$ cat src/design/adcrc_defs.vh
// Constants for the converter register control block
`ifndef ADCRC_DEFS_VH
`define ADCRC_DEFS_VH

// ==========================================
// Register addresses
`define ADCRC_ADDR_W        4
`define ADCRC_A_RES_LO      4'h0
`define ADCRC_A_RES_HI      4'h1
`define ADCRC_A_CTRL        4'h2
`define ADCRC_A_SRCCLK      4'h3
`define ADCRC_A_REFGAIN     4'h4
`define ADCRC_A_BANDGAP     4'h5
`define ADCRC_A_IRQ_STAT    4'h6
`define ADCRC_A_IRQ_MASK    4'h7

// ==========================================
// Field positions
`define ADCRC_B_START       7
`define ADCRC_B_BUSY        6
`define ADCRC_B_ENABLE      5
`define ADCRC_B_FORMAT      4
`define ADCRC_B_GAINEN      7
`define ADCRC_B_GAININ      4
`define ADCRC_B_BGEN        0

// ==========================================
// Field slices, and single bits inside a field
`define ADCRC_F_CHAN        3:0
`define ADCRC_F_SRC         7:4
`define ADCRC_F_DIV         2:0
`define ADCRC_F_REF         3:2
`define ADCRC_F_GAIN        1:0
`define ADCRC_F_TAP         1:0
`define ADCRC_F_IRQ         1:0
`define ADCRC_B_SRC_TOP     3
`define ADCRC_B_SRC_GAIN    2
`define ADCRC_B_REF_GAIN    1

// ==========================================
// Reset values and write masks
`define ADCRC_RST_BYTE      8'h00
`define ADCRC_SRCCLK_WMASK  8'hF7
`define ADCRC_REFGAIN_WMASK 8'h9F
`define ADCRC_BANDGAP_WMASK 8'h01

// ==========================================
// Reference select codes
`define ADCRC_REF_SUPPLY    2'h0
`define ADCRC_REF_PIN       2'h1

// ==========================================
// Source route one-hot codes
`define ADCRC_RT_EXT        5'h01
`define ADCRC_RT_SUPPLY     5'h02
`define ADCRC_RT_GAIN       5'h04
`define ADCRC_RT_GROUND     5'h08
`define ADCRC_RT_NONE       5'h10

`endif

$ cat src/design/adcrc_clock_divider.v
// Conversion clock prescaler producing a one-cycle tick
`timescale 1ns/1ps
module adcrc_clock_divider #(
  parameter DIV_W = 3                     // Width of the divide exponent
) (
  input  wire             clk,            // System clock
  input  wire             rst_n,          // Synchronous reset, active low
  input  wire [DIV_W-1:0] divSel,         // Exponent: divide by 2^divSel
  output wire             convTick        // One tick per conversion clock
);
  localparam CNT_W = (1 << DIV_W) - 1;    // Counter wide enough for 2^max

  reg  [CNT_W-1:0] count_ff;              // Free running prescale counter
  wire [CNT_W-1:0] nxt_count;             // Next counter value
  wire [CNT_W-1:0] lowMask;               // Bits that must be all ones

  // ==========================================
  // Counter
  assign nxt_count = count_ff + {{(CNT_W-1){1'b0}}, 1'b1};

  // Free running; the mask picks the period so no reload is needed
  always @(posedge clk) begin
    if (!rst_n) begin
      count_ff <= {CNT_W{1'b0}};
    end else begin
      count_ff <= nxt_count;
    end
  end

  // Tick when the low divSel bits are all ones, so period is 2^divSel
  assign lowMask  = ~({CNT_W{1'b1}} << divSel);
  assign convTick = ((count_ff & lowMask) == lowMask);
endmodule

$ cat src/design/adcrc_register_control.v
// Register control for the 12-bit converter: start, busy, routing
//
// Chosen here: the register offsets and the strobed register port.
`timescale 1ns/1ps
`include "adcrc_defs.vh"
module adcrc_register_control #(
  parameter NUM_PINS  = 16,               // External analog inputs
  parameter CONV_CLKS = 14                // Conversion clocks per result
) (
  input  wire        clk,                 // System clock
  input  wire        rst_n,               // Synchronous reset, active low
  input  wire [3:0]  regAddr,             // Register address
  input  wire [7:0]  regWrData,           // Write data
  input  wire        regWrEn,             // Write strobe
  input  wire        regRdEn,             // Read strobe
  output reg  [7:0]  regRdData,           // Read data, cycle after strobe
  input  wire [11:0] coreResult,          // Result from analog core
  input  wire [15:0] pinAnalogSel,        // Pin-sharing: pin is analog
  input  wire [15:0] pinPullHighCfg,      // Pull-high configuration
  output reg         converterOn,         // Converter powered
  output reg         convActive,          // Analog core converting
  output wire        convClkTick,         // Conversion clock tick
  output reg  [15:0] channelConnect,      // One-hot external switch
  output reg  [4:0]  sourceRoute,         // One-hot source route
  output reg  [1:0]  supplyTap,           // 0: full, 1: /2, 2: /4
  output reg  [1:0]  gainTap,             // 0: /1, 1: /2, 2: /4
  output reg  [2:0]  referenceRoute,      // Supply, pin, gain amp
  output reg         gainAmpOn,           // Gain amplifier enable
  output reg         gainAmpFromBandgap,  // Gain amp input is bandgap
  output reg  [1:0]  gainAmpGain,         // Gain amp gain code
  output reg         bandgapOn,           // Bandgap reference enable
  output reg  [15:0] pinDigitalOff,       // Remove pin digital function
  output reg  [15:0] pinPullHighOn,       // Effective pull-high enable
  output wire        irqOut               // Level interrupt
);
  // ==========================================
  // State machine codes
  localparam ST_IDLE = 3'b001;            // Waiting for a start
  localparam ST_ARMD = 3'b010;            // Start bit seen high
  localparam ST_CONV = 3'b100;            // Conversion running
  localparam CNT_W   = 5;                 // Conversion counter width
  localparam DIV_W   = 3;                 // Clock exponent width
  // Count loaded at start; CNT_W must hold CONV_CLKS or it wraps
  localparam [CNT_W-1:0] CONV_LOAD = CONV_CLKS[CNT_W-1:0];
  localparam [CNT_W-1:0] CNT_ONE   = {{(CNT_W-1){1'b0}}, 1'b1};

  // ==========================================
  // Registers
  reg  [2:0]  state_ff;                   // Start and conversion sequence
  reg  [2:0]  nxt_state;                  // Next sequence state
  reg  [CNT_W-1:0] convCnt_ff;            // Conversion clocks remaining
  reg  [CNT_W-1:0] nxt_convCnt;           // Next remaining count
  reg         startBit_ff;                // Start bit as written
  reg         busy_ff;                    // Busy flag
  reg         nxt_busy;                   // Next busy flag
  reg         enable_ff;                  // Converter enable bit
  reg         format_ff;                  // Result format select
  reg  [3:0]  channel_ff;                 // External channel field
  reg  [7:0]  srcClk_ff;                  // Source and clock register
  reg  [7:0]  refGain_ff;                 // Reference and gain register
  reg  [7:0]  bandgap_ff;                 // Bandgap control register
  reg  [11:0] result_ff;                  // Stored result
  reg         doneEvt;                    // Conversion just finished
  reg  [1:0]  irqStat_ff;                 // Sticky: done, start ignored
  reg  [1:0]  irqMask_ff;                 // Interrupt mask
  reg         ignoredEvt;                 // Start refused while busy
  wire [7:0]  resLow;                     // Formatted low byte
  wire [7:0]  resHigh;                    // Formatted high byte
  wire [7:0]  ctrlView;                   // Control register read view
  wire        wrCtrl;                     // Control register write
  wire [3:0]  srcField;                   // Signal source field
  wire [1:0]  refField;                   // Reference source field
  wire [DIV_W-1:0] divField;              // Conversion clock exponent
  wire [1:0]  irqEvents;                  // Events that set status bits
  wire [NUM_PINS-1:0] chanOneHot;         // Decoded channel switch
  wire        extSelected;                // Source field picks a pin

  // ==========================================
  // Field views of the stored registers
  assign wrCtrl    = regWrEn && (regAddr == `ADCRC_A_CTRL);
  assign srcField  = srcClk_ff[`ADCRC_F_SRC];
  assign refField  = refGain_ff[`ADCRC_F_REF];
  assign divField  = srcClk_ff[`ADCRC_F_DIV];
  // Status bit 1 is the refused start, bit 0 the finished conversion
  assign irqEvents = {ignoredEvt, doneEvt};
  // Only one switch may close; a wider pin count widens this decode
  assign chanOneHot = {{(NUM_PINS-1){1'b0}}, 1'b1} << channel_ff;
  // Codes 0000, 0100 and 11xx route the external channel
  assign extSelected = srcField[`ADCRC_B_SRC_TOP]
                     ? srcField[`ADCRC_B_SRC_GAIN]
                     : (srcField[`ADCRC_F_TAP] == 2'h0);

  // ==========================================
  // Submodules
  adcrc_clock_divider #(
    .DIV_W    (DIV_W)
  ) uDiv (
    .clk      (clk),
    .rst_n    (rst_n),
    .divSel   (divField),
    .convTick (convClkTick)
  );

  adcrc_result_format uFmt (
    .result    (result_ff),
    .formatSel (format_ff),
    .lowByte   (resLow),
    .highByte  (resHigh)
  );

  // ==========================================
  // Start sequence and conversion state machine
  // The completing write is judged by the enable bit already stored,
  // so enabling and starting in one write starts nothing; software
  // must set the enable bit in an earlier write.
  always @* begin
    nxt_state   = state_ff;
    nxt_convCnt = convCnt_ff;
    nxt_busy    = busy_ff;
    doneEvt     = 1'b0;
    ignoredEvt  = 1'b0;
    case (state_ff)
      ST_IDLE: begin
        // Rising edge of the start bit arms the sequence
        if (wrCtrl && regWrData[`ADCRC_B_START] && !startBit_ff) begin
          nxt_state = ST_ARMD;
        end
      end
      ST_ARMD: begin
        // Falling edge completes low-high-low; needs power on
        if (wrCtrl && !regWrData[`ADCRC_B_START]) begin
          if (enable_ff) begin
            nxt_state   = ST_CONV;
            nxt_busy    = 1'b1;
            nxt_convCnt = CONV_LOAD;
          end else begin
            // Enable was off: the start is dropped
            nxt_state = ST_IDLE;
          end
        end
      end
      ST_CONV: begin
        // Any start attempt here is dropped
        if (wrCtrl && regWrData[`ADCRC_B_START] && !startBit_ff) begin
          ignoredEvt = 1'b1;
        end
        if (!enable_ff) begin
          // Power down aborts; result bytes stay as they were
          nxt_state = ST_IDLE;
          nxt_busy  = 1'b0;
        end else if (convClkTick) begin
          // One step per conversion clock; the last one finishes
          if (convCnt_ff == CNT_ONE) begin
            nxt_state = ST_IDLE;
            nxt_busy  = 1'b0;
            doneEvt   = 1'b1;
          end else begin
            nxt_convCnt = convCnt_ff - CNT_ONE;
          end
        end
      end
      default: begin
        // Illegal code: return to idle and drop busy
        nxt_state = ST_IDLE;
        nxt_busy  = 1'b0;
      end
    endcase
  end

  // ==========================================
  // Sequence registers
  // Counter and busy flag move together, so busy never lags the count
  always @(posedge clk) begin
    if (!rst_n) begin
      state_ff   <= ST_IDLE;
      convCnt_ff <= {CNT_W{1'b0}};
      busy_ff    <= 1'b0;
    end else begin
      state_ff   <= nxt_state;
      convCnt_ff <= nxt_convCnt;
      busy_ff    <= nxt_busy;
    end
  end

  // ==========================================
  // Result store: loaded as busy falls, frozen while disabled
  // An aborted conversion never loads, so the old bytes stay
  // readable after a power down in mid-conversion
  always @(posedge clk) begin
    if (!rst_n) begin
      result_ff <= 12'h000;
    end else if (doneEvt && enable_ff) begin
      result_ff <= coreResult;
    end
  end

  // ==========================================
  // Software writable registers
  // The start bit is kept so that only a low-to-high write arms the
  // sequence; rewriting a high start bit does not arm again.
  always @(posedge clk) begin
    if (!rst_n) begin
      // All control fields clear at reset
      startBit_ff <= 1'b0;
      enable_ff   <= 1'b0;
      format_ff   <= 1'b0;
      channel_ff  <= 4'h0;
      srcClk_ff   <= `ADCRC_RST_BYTE;
      refGain_ff  <= `ADCRC_RST_BYTE;
      bandgap_ff  <= `ADCRC_RST_BYTE;
      irqMask_ff  <= 2'h0;
    end else if (regWrEn) begin
      case (regAddr)
        `ADCRC_A_CTRL: begin
          // Busy bit is read only; a written value is discarded
          startBit_ff <= regWrData[`ADCRC_B_START];
          enable_ff   <= regWrData[`ADCRC_B_ENABLE];
          format_ff   <= regWrData[`ADCRC_B_FORMAT];
          channel_ff  <= regWrData[`ADCRC_F_CHAN];
        end
        `ADCRC_A_SRCCLK: begin
          // Bit 3 is not implemented; the mask keeps it zero
          srcClk_ff <= regWrData & `ADCRC_SRCCLK_WMASK;
        end
        `ADCRC_A_REFGAIN: begin
          // Bits 6 and 5 are not implemented
          refGain_ff <= regWrData & `ADCRC_REFGAIN_WMASK;
        end
        `ADCRC_A_BANDGAP: begin
          // Only the enable bit exists here
          bandgap_ff <= regWrData & `ADCRC_BANDGAP_WMASK;
        end
        `ADCRC_A_IRQ_MASK: begin
          irqMask_ff <= regWrData[`ADCRC_F_IRQ];
        end
        default: begin
          // Status clears in its own block; other addresses hold nothing writable
        end
      endcase
    end
  end

  // ==========================================
  // Interrupt status: set wins over write-one-to-clear
  // A clear that meets a new event keeps the bit set, so software
  // never loses a completion that lands during its own clear.
  always @(posedge clk) begin
    if (!rst_n) begin
      irqStat_ff <= 2'h0;
    end else begin
      if (regWrEn && regAddr == `ADCRC_A_IRQ_STAT) begin
        irqStat_ff <= (irqStat_ff & ~regWrData[`ADCRC_F_IRQ]) | irqEvents;
      end else begin
        // No clear this cycle: events only accumulate
        irqStat_ff <= irqStat_ff | irqEvents;
      end
    end
  end

  // Level output, high while any unmasked status bit is set
  assign irqOut = |(irqStat_ff & irqMask_ff);

  // ==========================================
  // Read port: data valid the cycle after the strobe only
  // Returning zero outside the data cycle keeps a stale value from
  // being mistaken for a fresh read
  assign ctrlView = {startBit_ff, busy_ff, enable_ff, format_ff, channel_ff};

  always @(posedge clk) begin
    if (!rst_n) begin
      regRdData <= 8'h00;
    end else if (regRdEn) begin
      case (regAddr)
        `ADCRC_A_RES_LO:   regRdData <= resLow;
        `ADCRC_A_RES_HI:   regRdData <= resHigh;
        `ADCRC_A_CTRL:     regRdData <= ctrlView;
        `ADCRC_A_SRCCLK:   regRdData <= srcClk_ff;
        `ADCRC_A_REFGAIN:  regRdData <= refGain_ff;
        `ADCRC_A_BANDGAP:  regRdData <= bandgap_ff;
        `ADCRC_A_IRQ_STAT: regRdData <= {6'h00, irqStat_ff};
        `ADCRC_A_IRQ_MASK: regRdData <= {6'h00, irqMask_ff};
        default:           regRdData <= 8'h00;
      endcase
    end else begin
      // Between reads the bus shows zero
      regRdData <= 8'h00;
    end
  end

  // ==========================================
  // Analog routing controls, registered to avoid switch glitches
  // One cycle of latency is traded for switches that never chatter
  always @(posedge clk) begin
    if (!rst_n) begin
      converterOn        <= 1'b0;
      convActive         <= 1'b0;
      channelConnect     <= 16'h0000;
      sourceRoute        <= `ADCRC_RT_NONE;
      supplyTap          <= 2'h0;
      gainTap            <= 2'h0;
      referenceRoute     <= 3'h0;
      gainAmpOn          <= 1'b0;
      gainAmpFromBandgap <= 1'b0;
      gainAmpGain        <= 2'h0;
      bandgapOn          <= 1'b0;
      pinDigitalOff      <= 16'h0000;
      pinPullHighOn      <= 16'h0000;
    end else begin
      converterOn        <= enable_ff;
      convActive         <= busy_ff;
      gainAmpOn          <= refGain_ff[`ADCRC_B_GAINEN];
      gainAmpFromBandgap <= refGain_ff[`ADCRC_B_GAININ];
      gainAmpGain        <= refGain_ff[`ADCRC_F_GAIN];
      bandgapOn          <= bandgap_ff[`ADCRC_B_BGEN];
      // Digital function and pull-high follow the pin-sharing setting
      pinDigitalOff      <= pinAnalogSel;
      pinPullHighOn      <= pinPullHighCfg & ~pinAnalogSel;
      // Reference source decode
      if (refField[`ADCRC_B_REF_GAIN]) begin
        referenceRoute <= 3'b100;
      end else if (refField == `ADCRC_REF_PIN) begin
        referenceRoute <= 3'b010;
      end else begin
        referenceRoute <= 3'b001;
      end
      // Source decode; internal choices open the channel switch
      // Taps only matter while their route is the chosen one
      supplyTap <= srcField[`ADCRC_F_TAP] - 2'h1;
      gainTap   <= srcField[`ADCRC_F_TAP] - 2'h1;
      if (extSelected) begin
        sourceRoute <= `ADCRC_RT_EXT;
      end else if (srcField[`ADCRC_B_SRC_TOP]) begin
        sourceRoute <= `ADCRC_RT_GROUND;
      end else if (srcField[`ADCRC_B_SRC_GAIN]) begin
        sourceRoute <= `ADCRC_RT_GAIN;
      end else begin
        sourceRoute <= `ADCRC_RT_SUPPLY;
      end
      // Ground and internal sources keep every channel switch open
      if (extSelected) begin
        channelConnect <= chanOneHot;
      end else begin
        channelConnect <= 16'h0000;
      end
    end
  end
endmodule

$ cat src/design/adcrc_result_format.v
// Places a 12-bit result into the two readable result bytes
`timescale 1ns/1ps
module adcrc_result_format (
  input  wire [11:0] result,              // Stored conversion result
  input  wire        formatSel,           // Result format select bit
  output wire [7:0]  lowByte,             // Result low byte view
  output wire [7:0]  highByte             // Result high byte view
);
  // ==========================================
  // Alignment; unused positions are forced to zero
  assign highByte = formatSel ? {4'h0, result[11:8]}
                              : result[11:4];
  assign lowByte  = formatSel ? result[7:0]
                              : {result[3:0], 4'h0};
endmodule

$ cat config.mk
export PLATFORM = sky130hd
export DESIGN_NAME = adcrc_register_control
export DESIGN_NICKNAME = d
export VERILOG_FILES = /design/src/design/adcrc_clock_divider.v /design/src/design/adcrc_register_control.v /design/src/design/adcrc_result_format.v
export VERILOG_INCLUDE_DIRS = /design/src /design/src/design
export SDC_FILE = /design/constraint.sdc
export NUM_CORES = 1
export LEC_CHECK = 0
export BUFFER_PORTS_ARGS = -buffer_cell sky130_fd_sc_hd__buf_2
export CORE_UTILIZATION = 53
export CTS_BUF_LIST = sky130_fd_sc_hd__clkbuf_4 sky130_fd_sc_hd__clkbuf_8 sky130_fd_sc_hd__clkbuf_16
export DETAILED_ROUTE_END_ITERATION = 16
export PLACE_DENSITY = 0.81
export SLEW_MARGIN = 15
export SYNTH_ARGS = -nofsm -noshare
export SYNTH_HDL_FRONTEND = slang
export SYNTH_SLANG_ARGS = --single-unit
$ cat constraint.sdc
create_clock -name clk -period 4.46 [get_ports clk]
set_clock_uncertainty 0.05 [all_clocks]
set_input_delay 0.223 -clock clk [delete_from_list [all_inputs] [get_ports clk]]
set_output_delay 0.223 -clock clk [all_outputs]
set_load 0.05 [all_outputs]
==> results of run 1 <==
placed cells by master (no fill, tap or decap), types with 3 or more instances in the layout:
cell type / synthesis / final
a21boi_0: 3 / 3
a21oi_1: 33 / 33
a311oi_1: 4 / 4
and2_1: 26 / 26
buf_2: 2 / 136
clkbuf_16: 0 / 16
clkinvlp_4: 0 / 5
dfxtp_1: 126 / 126
dlygate4sd3_1: 0 / 52
ha_1: 4 / 4
inv_1: 13 / 13
inv_6: 0 / 4
mux2i_1: 21 / 21
nand2_1: 42 / 42
nand2b_1: 7 / 7
nand3_1: 26 / 26
nand3b_1: 5 / 5
nor2_1: 74 / 74
nor3_1: 11 / 11
nor3b_1: 4 / 4
nor4_1: 3 / 3
o21ai_0: 25 / 25
o22ai_1: 3 / 3
o31a_1: 3 / 3
or3_1: 4 / 4
metrics by stage:
stage,setup WS [ps],instances,utilization
6_report,2030,819,0.754
5_1_grt,1920,819,0.754
4_1_cts,2050,819,0.754
3_5_place_dp,2000,735,0.629
3_3_place_gp,2080,735,0.629
2_1_floorplan,2460,518,-
critical path, cell delays in order, from the launching register on:
cell      delay, ps
dfxtp_1         420
nand3_1         110
a21oi_1         210
a21boi_0        170
buf_4           210
nor2_1          220
buf_2           310
layout make-up:
cell class / instances / area, sq um
sequential: 126 / 2520
fill: 599 / 2150
multi-input combinational: 349 / 2080
timing repair buffer: 190 / 1220
clock buffer: 19 / 435
tap: 108 / 135
clock inverter: 13 / 131
inverter: 14 / 52.6
state kept, by name (all words and copies together) (netlist names), 3 cells and up:
| register | cells |
|---|---|
| pinDigitalOff | 16 |
| result_ff | 12 |
| channelConnect | 16 |
| convCnt_ff | 5 |
| regRdData | 8 |
| referenceRoute | 3 |
| sourceRoute | 5 |
| channel_ff | 4 |
| refGain_ff | 6 |
| srcClk_ff | 7 |
| uDiv.count_ff | 7 |
| state_ff | 3 |
| pinPullHighOn | 16 |
power breakdown:
| part | internal, mW | switching, mW | total, mW |
|---|---|---|---|
| combinational | 0.0860 | 0.153 | 0.239 |
| clock | 0.771 | 0.526 | 1.30 |
| sequential | 1.15 | 0.0165 | 1.17 |
path summary, 6_finish.rpt:
path | from | to | slack, ps | cells past startpoint
max reg2reg | state_ff[2] | result_ff[0] | 2400 | 5
min | regWrEn | refGain_ff[3] | 30 | 3
min reg2reg | result_ff[8] | result_ff[8] | 430 | 2
max | uDiv.count_ff[1] | convClkTick | 2030 | 6
cell usage after synthesis, drive strengths merged (3+ instances only):
cell,n
a21boi,3
a21oi,33
a311oi,4
and2,26
buf,11
clkbuf,18
dfxtp,126
ha,4
inv,13
mux2i,21
nand2,42
nand2b,7
nand3,26
nand3b,5
nor2,75
nor3,12
nor3b,4
nor4,6
o21ai,26
o22ai,3
o31a,3
or3,4
per-layer routing:
| layer | up-vias | wire length [um] | global-route usage |
|---|---|---|---|
| met5 | - | 0 | 0 |
| li1 | 2158 | - | - |
| met3 | 24 | 752 | 0.0564 |
| met1 | 2083 | 5310 | 0.331 |
| met2 | 198 | 6430 | 0.483 |
| met4 | 0 | 255 | 0.104 |
cells by family after synthesis:
family	Yosys count	synth area share
adder cells (fa/ha/maj)	4	0.0105
buffers and inverters	43	0.0382
AND/OR/NAND/NOR	222	0.237
multiplexers	25	0.0580
AO/OA/AOI/OAI	94	0.122
XOR/XNOR	4	0.00732
flip-flops	126	0.527
==> flow_summary.yaml, run 1 <==
detailed_routing:
  avgViaCountPerCell: 5.45
  drt-pass1-iter-count: 5
  routed-via-count: 4463
  drtAntennaViolNets: 0
  routed_wire_length_per_instance_um: 15.6
  remaining_drc_errors: 0
  wirelength_mm: 12.7
  dr.first_iter.drc_count: 256
timing:
  timing_hold_violations_final: 0
  slew_viol_final: 0
  layout_worst_path_cycle_share: 0.546
  unrepaired_setup_endpoints_after_global_routing: "false"
  relSlewSlack: 0.307
  max_freq_mhz: 411
  max_slew.worst_pin.slew_ps: 1030
  fin_tns_setup_ps: 0
  final_period_minus_worst_setup_slack_ps: 2430
  number_of_endpoints_failing_setup_at_the_final_stage: 0
  fin_worst_hold_slack_ps: 27.8
finish:
  post_route_cells_drive_above_1_share: 0.260
  antenna-diode-count: 0
  syn2layout_area_growth_pct: 37.3
  postLayoutCellArea_sq_um: 6580
  finalNetCount: 762
placed_design:
  hpwlAfterDp_mm: 8.32
  gp_congestion: 0.910
  detailed_place.area_sq_um: 5490
  io_buffer_count: 136
power:
  total_leakage_power_nw: 2.82
  finalPower_mw: 2.70
  worst_ir_drop_vdd_v: 0.000281
  power.density_cell_area_nw_per_um2: 411
clock_tree:
  cts_resized: 0
  tritoncts.num_buffers: 17
  clock_insertion_delay_worst_skew_ps: 510
  cts_tree: "built"
  deepest_level_of_the_cts_h_tree: 4
  cts_buffer_depth: 2
  clkTransAtPathRegs_ps: 60
  holdBufCountCts: 52
  postCtsSetupBuffers: 0
  clock_sinks: 126
  cts.root.buffer_cell: "clkbuf_8"
yosys:
  synthesis.yosys.warnings: 0
  top_cells_by_area_in_the_synthesized_netlist: "dfxtp_1, nor2_1, mux2i_1"
  synth.largest_area_cell: "dfxtp_1"
  synth_sequential_area_ratio: 0.527
  synth.cell_area_sq_um: 4790
  postSynth.asyncResetShare: 0
  synth_edf_count: 0
  synthesis.area_per_instance_sq_um: 9.24
  synthesis.nets: 582
  syn-instance-count: 518
  synth_top_cell_area_share: 0.527
  synth.lib_cells_used.distinct: 64
  postSynthRegisterBits: 126
  synth-main-ff-cell: "dfxtp_1"
setup_path:
  crit_path_start_kind: "register"
  worst_ep_required_time_ps: 4190
  timing.critical_path.fanout_max: 15
  path_class: "reg -> out"
  cp.arrival_ps: 2160
  timing.critical_path.to_type: "output port"
run:
  max_cap_violations: 0
die:
  floorplan.rows: 34
  fp.coreArea_sq_um: 8720
  chipHeight_um: 97.0
  floorplan.initialDensity: 0.549
  ios: 137
  die_width_um: 97.0
  die_area_sq_um: 9420
grt:
  first_pass_grt_wire_length_mm: 20.8
  initial_antenna_violation_count: 0
  grt_max_degree: 46
  grt.overflow.total: 0
  tot_gr_track_use: 0.275
  first_global_vias: 4396
outcome:
  result_of_the_run: "finished, final reports clean"
min_path:
  hold_class: "in -> reg"
Power figures use the tool's default switching activity.
==> run 2, diff against run 1 <==
--- a/config.mk
+++ b/config.mk
@@ -6,11 +6,12 @@
 export SDC_FILE = /design/constraint.sdc
 export NUM_CORES = 1
 export LEC_CHECK = 0
+export ABC_AREA = 1
 export BUFFER_PORTS_ARGS = -buffer_cell sky130_fd_sc_hd__buf_2
-export CORE_UTILIZATION = 53
+export CORE_UTILIZATION = 51
 export CTS_BUF_LIST = sky130_fd_sc_hd__clkbuf_4 sky130_fd_sc_hd__clkbuf_8 sky130_fd_sc_hd__clkbuf_16
 export DETAILED_ROUTE_END_ITERATION = 16
-export PLACE_DENSITY = 0.81
+export PLACE_DENSITY = 0.79
 export SLEW_MARGIN = 15
 export SYNTH_ARGS = -nofsm -noshare
 export SYNTH_HDL_FRONTEND = slang
==> constraint.sdc (replaced) <==
create_clock -name clk -period 2.3 [get_ports clk]
set_clock_uncertainty 0.05 [all_clocks]
set_input_delay 0.115 -clock clk [delete_from_list [all_inputs] [get_ports clk]]
set_output_delay 0.115 -clock clk [all_outputs]
set_load 0.05 [all_outputs]
==> run 2 against run 1 <==
Effect of this change:
- sequential share of layout area down 0.40 points
- largest power group unchanged
- first-iteration DRC count is 43% higher
- die area is 3.6% higher
- register-to-register slack got worse by 1700 ps
- design area increased by 1.1%
- area after synthesis fell by 0.21%
- clock power rose by 95%
- sequential power grew 96%
- non-clock buffer count up 5
- routed wire length increased by 1.9%
- final cell count rose by 16%
- global-route usage rose by 0.32 points
==> flow_summary.yaml, run 2 <==
outcome:
  result_of_the_run: "finished, final reports clean"
grt:
  tot_gr_track_use: 0.279
  first_pass_grt_wire_length_mm: 21.1
  initial_antenna_violation_count: 0
  grt_max_degree: 55
  grt.overflow.total: 0
  first_global_vias: 4432
power:
  worst_ir_drop_vdd_v: 0.000520
  total_leakage_power_nw: 3.31
  power_frac_clock: 0.466
  seq_power_share: 0.421
  power.density_cell_area_nw_per_um2: 818
  proportion_of_total_power_due_to_net_switching: 0.262
  p_switching_mw: 1.42
  power_frac_comb: 0.113
  intPower_mw: 4.01
finish:
  reg_top3: "channelConnect (16), pinDigitalOff (16), pinPullHighOn (16)"
  finalCoreUtilization: 0.747
  syn2layout_area_growth_pct: 39.1
  most_common_cell_after_layout_fill_and_taps_aside: "nand2_1"
  final_cell_mix: "nand2_1, buf_2, dfxtp_1"
  finalNetCount: 892
  finalNonFillerCells: 948
  post_route_cells_drive_above_1_share: 0.219
  antenna-diode-count: 0
yosys:
  synth.lib_cells_used.distinct: 33
  top_cells_by_area_in_the_synthesized_netlist: "dfxtp_1, nand2_1, inv_1"
  ys_top_cells_by_count: "nand2_1, dfxtp_1, inv_1"
  synthesis.yosys.warnings: 0
  synth-main-ff-cell: "dfxtp_1"
  synthesis.nets: 696
  postSynthRegisterBits: 126
  post-synth-top-count-cell: "nand2_1"
  synth_edf_count: 0
  syn-instance-count: 632
  synth.cell_area_sq_um: 4780
  postSynth.asyncResetShare: 0
  synth.largest_area_cell: "dfxtp_1"
  synth_top_cell_area_share: 0.528
  synth_sequential_area_ratio: 0.528
  synthesis.area_per_instance_sq_um: 7.56
timing:
  relSlewSlack: 0.679
  max_freq_mhz: 530
  timing_hold_violations_final: 0
  post_route_worst_setup_slack_ps: 415
  unrepaired_setup_endpoints_after_global_routing: "false"
  fin_worst_hold_slack_ps: 32.8
  fin_tns_setup_ps: 0
  number_of_endpoints_failing_setup_at_the_final_stage: 0
  max_slew.worst_pin.slew_ps: 481
  final_period_minus_worst_setup_slack_ps: 1890
  slew_viol_final: 0
  layout_worst_path_cycle_share: 0.820
min_path:
  worst_hold_startpoint: "regRdEn"
  min_to: "regRdData[1]"
  hold_class: "in -> reg"
  number_of_cells_on_the_worst_hold_path: 3
detailed_routing:
  routed_wire_length_per_instance_um: 13.7
  drt-pass1-iter-count: 6
  drtAntennaViolNets: 0
  dr.first_iter.drc_count: 367
  avgViaCountPerCell: 5.04
  wirelength_mm: 13.0
  remaining_drc_errors: 0
  routed-via-count: 4776
die:
  chipHeight_um: 98.8
  die_width_um: 98.8
  floorplan.rows: 34
  fp.coreArea_sq_um: 8890
  floorplan.initialDensity: 0.537
  die_area_sq_um: 9760
  ios: 137
setup_path:
  worst_ep_required_time_ps: 2130
  path_class: "reg -> out"
  cp.arrival_ps: 1720
  regToRegSetupSlack_ps: 670
  timing.critical_path.to_type: "output port"
  crit_path_start_kind: "register"
  reg2reg_to: "result_ff[6]"
  worst-r2r-cell-count: 9
  worstReg2RegStart: "srcClk_ff[1]"
  timing.critical_path.fanout_max: 6
run:
  max_cap_violations: 0
clock_tree:
  cts.root.buffer_cell: "clkbuf_8"
  clock_sinks: 126
  deepest_level_of_the_cts_h_tree: 4
  cts_tree: "built"
  clkTransAtPathRegs_ps: 60
  cts_resized: 0
  clock_insertion_delay_worst_skew_ps: 510
  holdBufCountCts: 56
  postCtsSetupBuffers: 0
  cts_buffer_depth: 2
  tritoncts.num_buffers: 17
placed_design:
  dp_slack_ps: 729
  io_buffer_count: 136
  hpwlAfterDp_mm: 8.57
  post_place_cells: 861
  gp_congestion: 0.917
[run 2: cell type report]
class	count	area [sq um]
sequential	126	2520
clock inverter	13	141
timing repair buffer	195	1260
multi-input combinational	392	1800
fill	612	2250
inverter	96	360
tap	108	135
clock buffer	18	422
[run 2: worst max-delay path by stage]
stage,start,to,slack (ps)
after floorplan,srcClk_ff[0],result_ff[10],660
after global placement,srcClk_ff[1],result_ff[4],720
after detailed placement,srcClk_ff[1],result_ff[4],730
after CTS,srcClk_ff[1],convClkTick,420
after global routing,srcClk_ff[2],convClkTick,370
final,srcClk_ff[1],convClkTick,410
[run 2: kinds of logic after synthesis]
family,Yosys count,share of synthesized area
fa+ha+maj,4,0.0105
flops,126,0.528
buf+inv,114,0.0951
xor+xnor,3,0.00550
simple gates,294,0.259
compound gates,91,0.102
[run 2: stage by stage]
step	area [sq um]	power [mW]
detailed placement	5520	2.86
floorplan	4780	2.71
global route	6650	5.62
finish	6650	5.44
CTS	6650	5.42
global placement	5520	2.85
[run 2: power groups by stage]
stage	registers (mW)	logic, mW	clock network (mW)
floorplan	2.48	0.227	0
global placement	2.33	0.517	0
detailed placement	2.33	0.529	0
CTS	2.29	0.600	2.54
global route	2.29	0.656	2.67
finish	2.29	0.614	2.53
[run 2: layer usage]
metal | up-vias | routed length (um) | global-route usage
met2 | 262 | 6360 | 0.476
met4 | 0 | 495 | 0.138
met3 | 53 | 1020 | 0.0695
met5 | - | 0 | 0
met1 | 2100 | 5120 | 0.326
li1 | 2361 | - | -
[run 2: worst max-delay path, stage by stage (launching register included)]
cell,delay [ps]
dfxtp_1,370
nor2_1,140
nand2_1,80
nand2_1,90
nand3_2,100
nor2_4,150
buf_2,280
==> run 3, diff against run 2 <==
--- a/config.mk
+++ b/config.mk
@@ -6,12 +6,12 @@
 export SDC_FILE = /design/constraint.sdc
 export NUM_CORES = 1
 export LEC_CHECK = 0
-export ABC_AREA = 1
+export ABC_AREA = 0
 export BUFFER_PORTS_ARGS = -buffer_cell sky130_fd_sc_hd__buf_2
-export CORE_UTILIZATION = 51
+export CORE_UTILIZATION = 46
 export CTS_BUF_LIST = sky130_fd_sc_hd__clkbuf_4 sky130_fd_sc_hd__clkbuf_8 sky130_fd_sc_hd__clkbuf_16
 export DETAILED_ROUTE_END_ITERATION = 16
-export PLACE_DENSITY = 0.79
+export PLACE_DENSITY = 0.75
 export SLEW_MARGIN = 15
 export SYNTH_ARGS = -nofsm -noshare
 export SYNTH_HDL_FRONTEND = slang
==> constraint.sdc (replaced) <==
create_clock -name clk -period 1.6 [get_ports clk]
set_clock_uncertainty 0.05 [all_clocks]
set_input_delay 0.08 -clock clk [delete_from_list [all_inputs] [get_ports clk]]
set_output_delay 0.08 -clock clk [all_outputs]
set_load 0.05 [all_outputs]
==> run 3 against run 2 <==
Effect of this change:
- largest power group unchanged
- register-to-register slack got worse by 940 ps
- non-clock buffer count rose by 73
- the flow now finishes with violations (negative setup slack)
- power rose by 48%
==> flow_summary.yaml, run 3 (synthesis results as in run 1) <==
finish:
  reg_top3: "channelConnect (16), pinDigitalOff (16), pinPullHighOn (16)"
  layout.filler_cells: 625
  multi_input_comb_area_sq_um: 2360
  finalCoreUtilization: 0.770
  finalNetCount: 841
  syn2layout_area_growth_pct: 59.4
  antenna-diode-count: 0
  final_cell_mix: "buf_2, dfxtp_1, nor2_1"
  postLayoutCellArea_sq_um: 7630
  most_common_cell_after_layout_fill_and_taps_aside: "buf_2"
  post_route_cells_drive_above_1_share: 0.395
  ff_latch_area_sq_um: 2530
detailed_routing:
  drt-pass1-iter-count: 6
  avgViaCountPerCell: 5.47
  remaining_drc_errors: 0
  routed-via-count: 5046
  top_signal_layer_used: "met4"
  drtAntennaViolNets: 0
  met1_length_mm: 6.59
  wirelength_mm: 16.3
  dr_wl_met3_um: 955
  routed_wl_met2_mm: 8.34
  dr.first_iter.drc_count: 445
  routed_wire_length_per_instance_um: 17.7
setup_path:
  timing.critical_path.to_type: "register"
  path_class: "reg -> reg"
  worst_ep_required_time_ps: 2000
  worst-r2r-cell-count: 5
  crit_path_start_kind: "register"
  timing.critical_path.fanout_max: 4
  regToRegSetupSlack_ps: -270
  cp.arrival_ps: 2270
timing:
  layout_worst_path_cycle_share: 1.17
  max_slew.worst_pin.slew_ps: 462
  slew_viol_final: 0
  final_period_minus_worst_setup_slack_ps: 1870
  post_route_worst_setup_slack_ps: -271
  max_freq_mhz: 534
  fin_worst_hold_slack_ps: 18.4
  number_of_endpoints_failing_setup_at_the_final_stage: 21
  unrepaired_setup_endpoints_after_global_routing: "true"
  timing_hold_violations_final: 0
  relSlewSlack: 0.689
power:
  power.density_cell_area_nw_per_um2: 1060
  p_switching_mw: 2.10
  proportion_of_total_power_due_to_net_switching: 0.261
  power_frac_comb: 0.100
  worst_ir_drop_vdd_v: 0.000589
  total_leakage_power_nw: 3.29
  power_frac_clock: 0.498
  intPower_mw: 5.96
  finalPower_mw: 8.06
  seq_power_share: 0.403
die:
  fp.coreArea_sq_um: 9910
  die_width_um: 104
  die_area_sq_um: 10800
  ios: 137
  floorplan.rows: 36
  chipHeight_um: 104
  floorplan.initialDensity: 0.483
clock_tree:
  cts_tree: "built"
  cts_buffer_depth: 2
  clock_sinks: 126
  cts.root.buffer_cell: "clkbuf_8"
  clkTransAtPathRegs_ps: 60
  deepest_level_of_the_cts_h_tree: 4
  tritoncts.num_buffers: 17
  clock_insertion_delay_worst_skew_ps: 510
placed_design:
  hpwlAfterDp_mm: 9.32
  io_buffer_count: 136
  detailed_place.area_sq_um: 5980
  gp_congestion: 0.903
  dp_slack_ps: -339
grt:
  grt_max_degree: 46
  first_pass_grt_wire_length_mm: 25.1
  tot_gr_track_use: 0.293
  first_global_vias: 4990
  initial_antenna_violation_count: 0
  grt.overflow.total: 0
outcome:
  violations: "negative setup slack"
  result_of_the_run: "finished, violations left"
min_path:
  hold_class: "in -> reg"
  number_of_cells_on_the_worst_hold_path: 4
run:
  max_cap_violations: 0
[run 3: per-layer routing]
metal | vias to the layer above | global-route usage
li1 | 2316 | -
met1 | 2425 | 0.345
met2 | 265 | 0.528
met3 | 40 | 0.0514
met4 | 0 | 0.111
met5 | - | 0
[run 3: metrics by stage]
step / instances / TNS, ps
after floorplan: 518 / -881
after global placement: 814 / -2230
after detailed placement: 814 / -2860
after CTS: 917 / -1890
after global routing: 923 / -4800
final: 923 / -3620
[run 3: final cells by class]
cell class                      count  area share
Clock buffer                       17      0.0543
Clock inverter                     15      0.0257
Inverter                           14     0.00721
Multi-Input combinational cell    350       0.310
Sequential cell                   126       0.332
Tap cell                          133      0.0218
Timing Repair Buffer              268       0.249
[run 3: worst paths after layout]
check               start            end
max reg2reg   state_ff[0]  convCnt_ff[4]
min reg2reg  result_ff[0]   result_ff[0]
max           state_ff[0]  convCnt_ff[4]
min            regAddr[1]   regRdData[6]
[run 3: worst max-delay path: stages (launching register included)]
cell and delay (ps):
dfxtp_2 330, or4bb_4 580, nor2_4 180, o211ai_1 120, or4_1 440, a21oi_2 120
[run 3: power groups by stage]
stage / clock (mW) / sequential, mW / combinational, mW
floorplan: 0 / 3.49 / 0.218
global placement: 0 / 3.31 / 0.635
detailed placement: 0 / 3.31 / 0.647
CTS: 4.01 / 3.24 / 0.761
global route: 4.19 / 3.25 / 0.843
finish: 4.01 / 3.25 / 0.802
[run 3: what timing repair did]
item / 4_1_cts / 5_1_grt
pin swaps: 12 / 36
endpoints found under the hold margin: 84 / 0
setup endpoints to repair: 20 / 22
hold buffers: 62 / 0
gates cloned: 1 / 1
gates resized for setup: 26 / 66
buffers inserted: 8 / 6
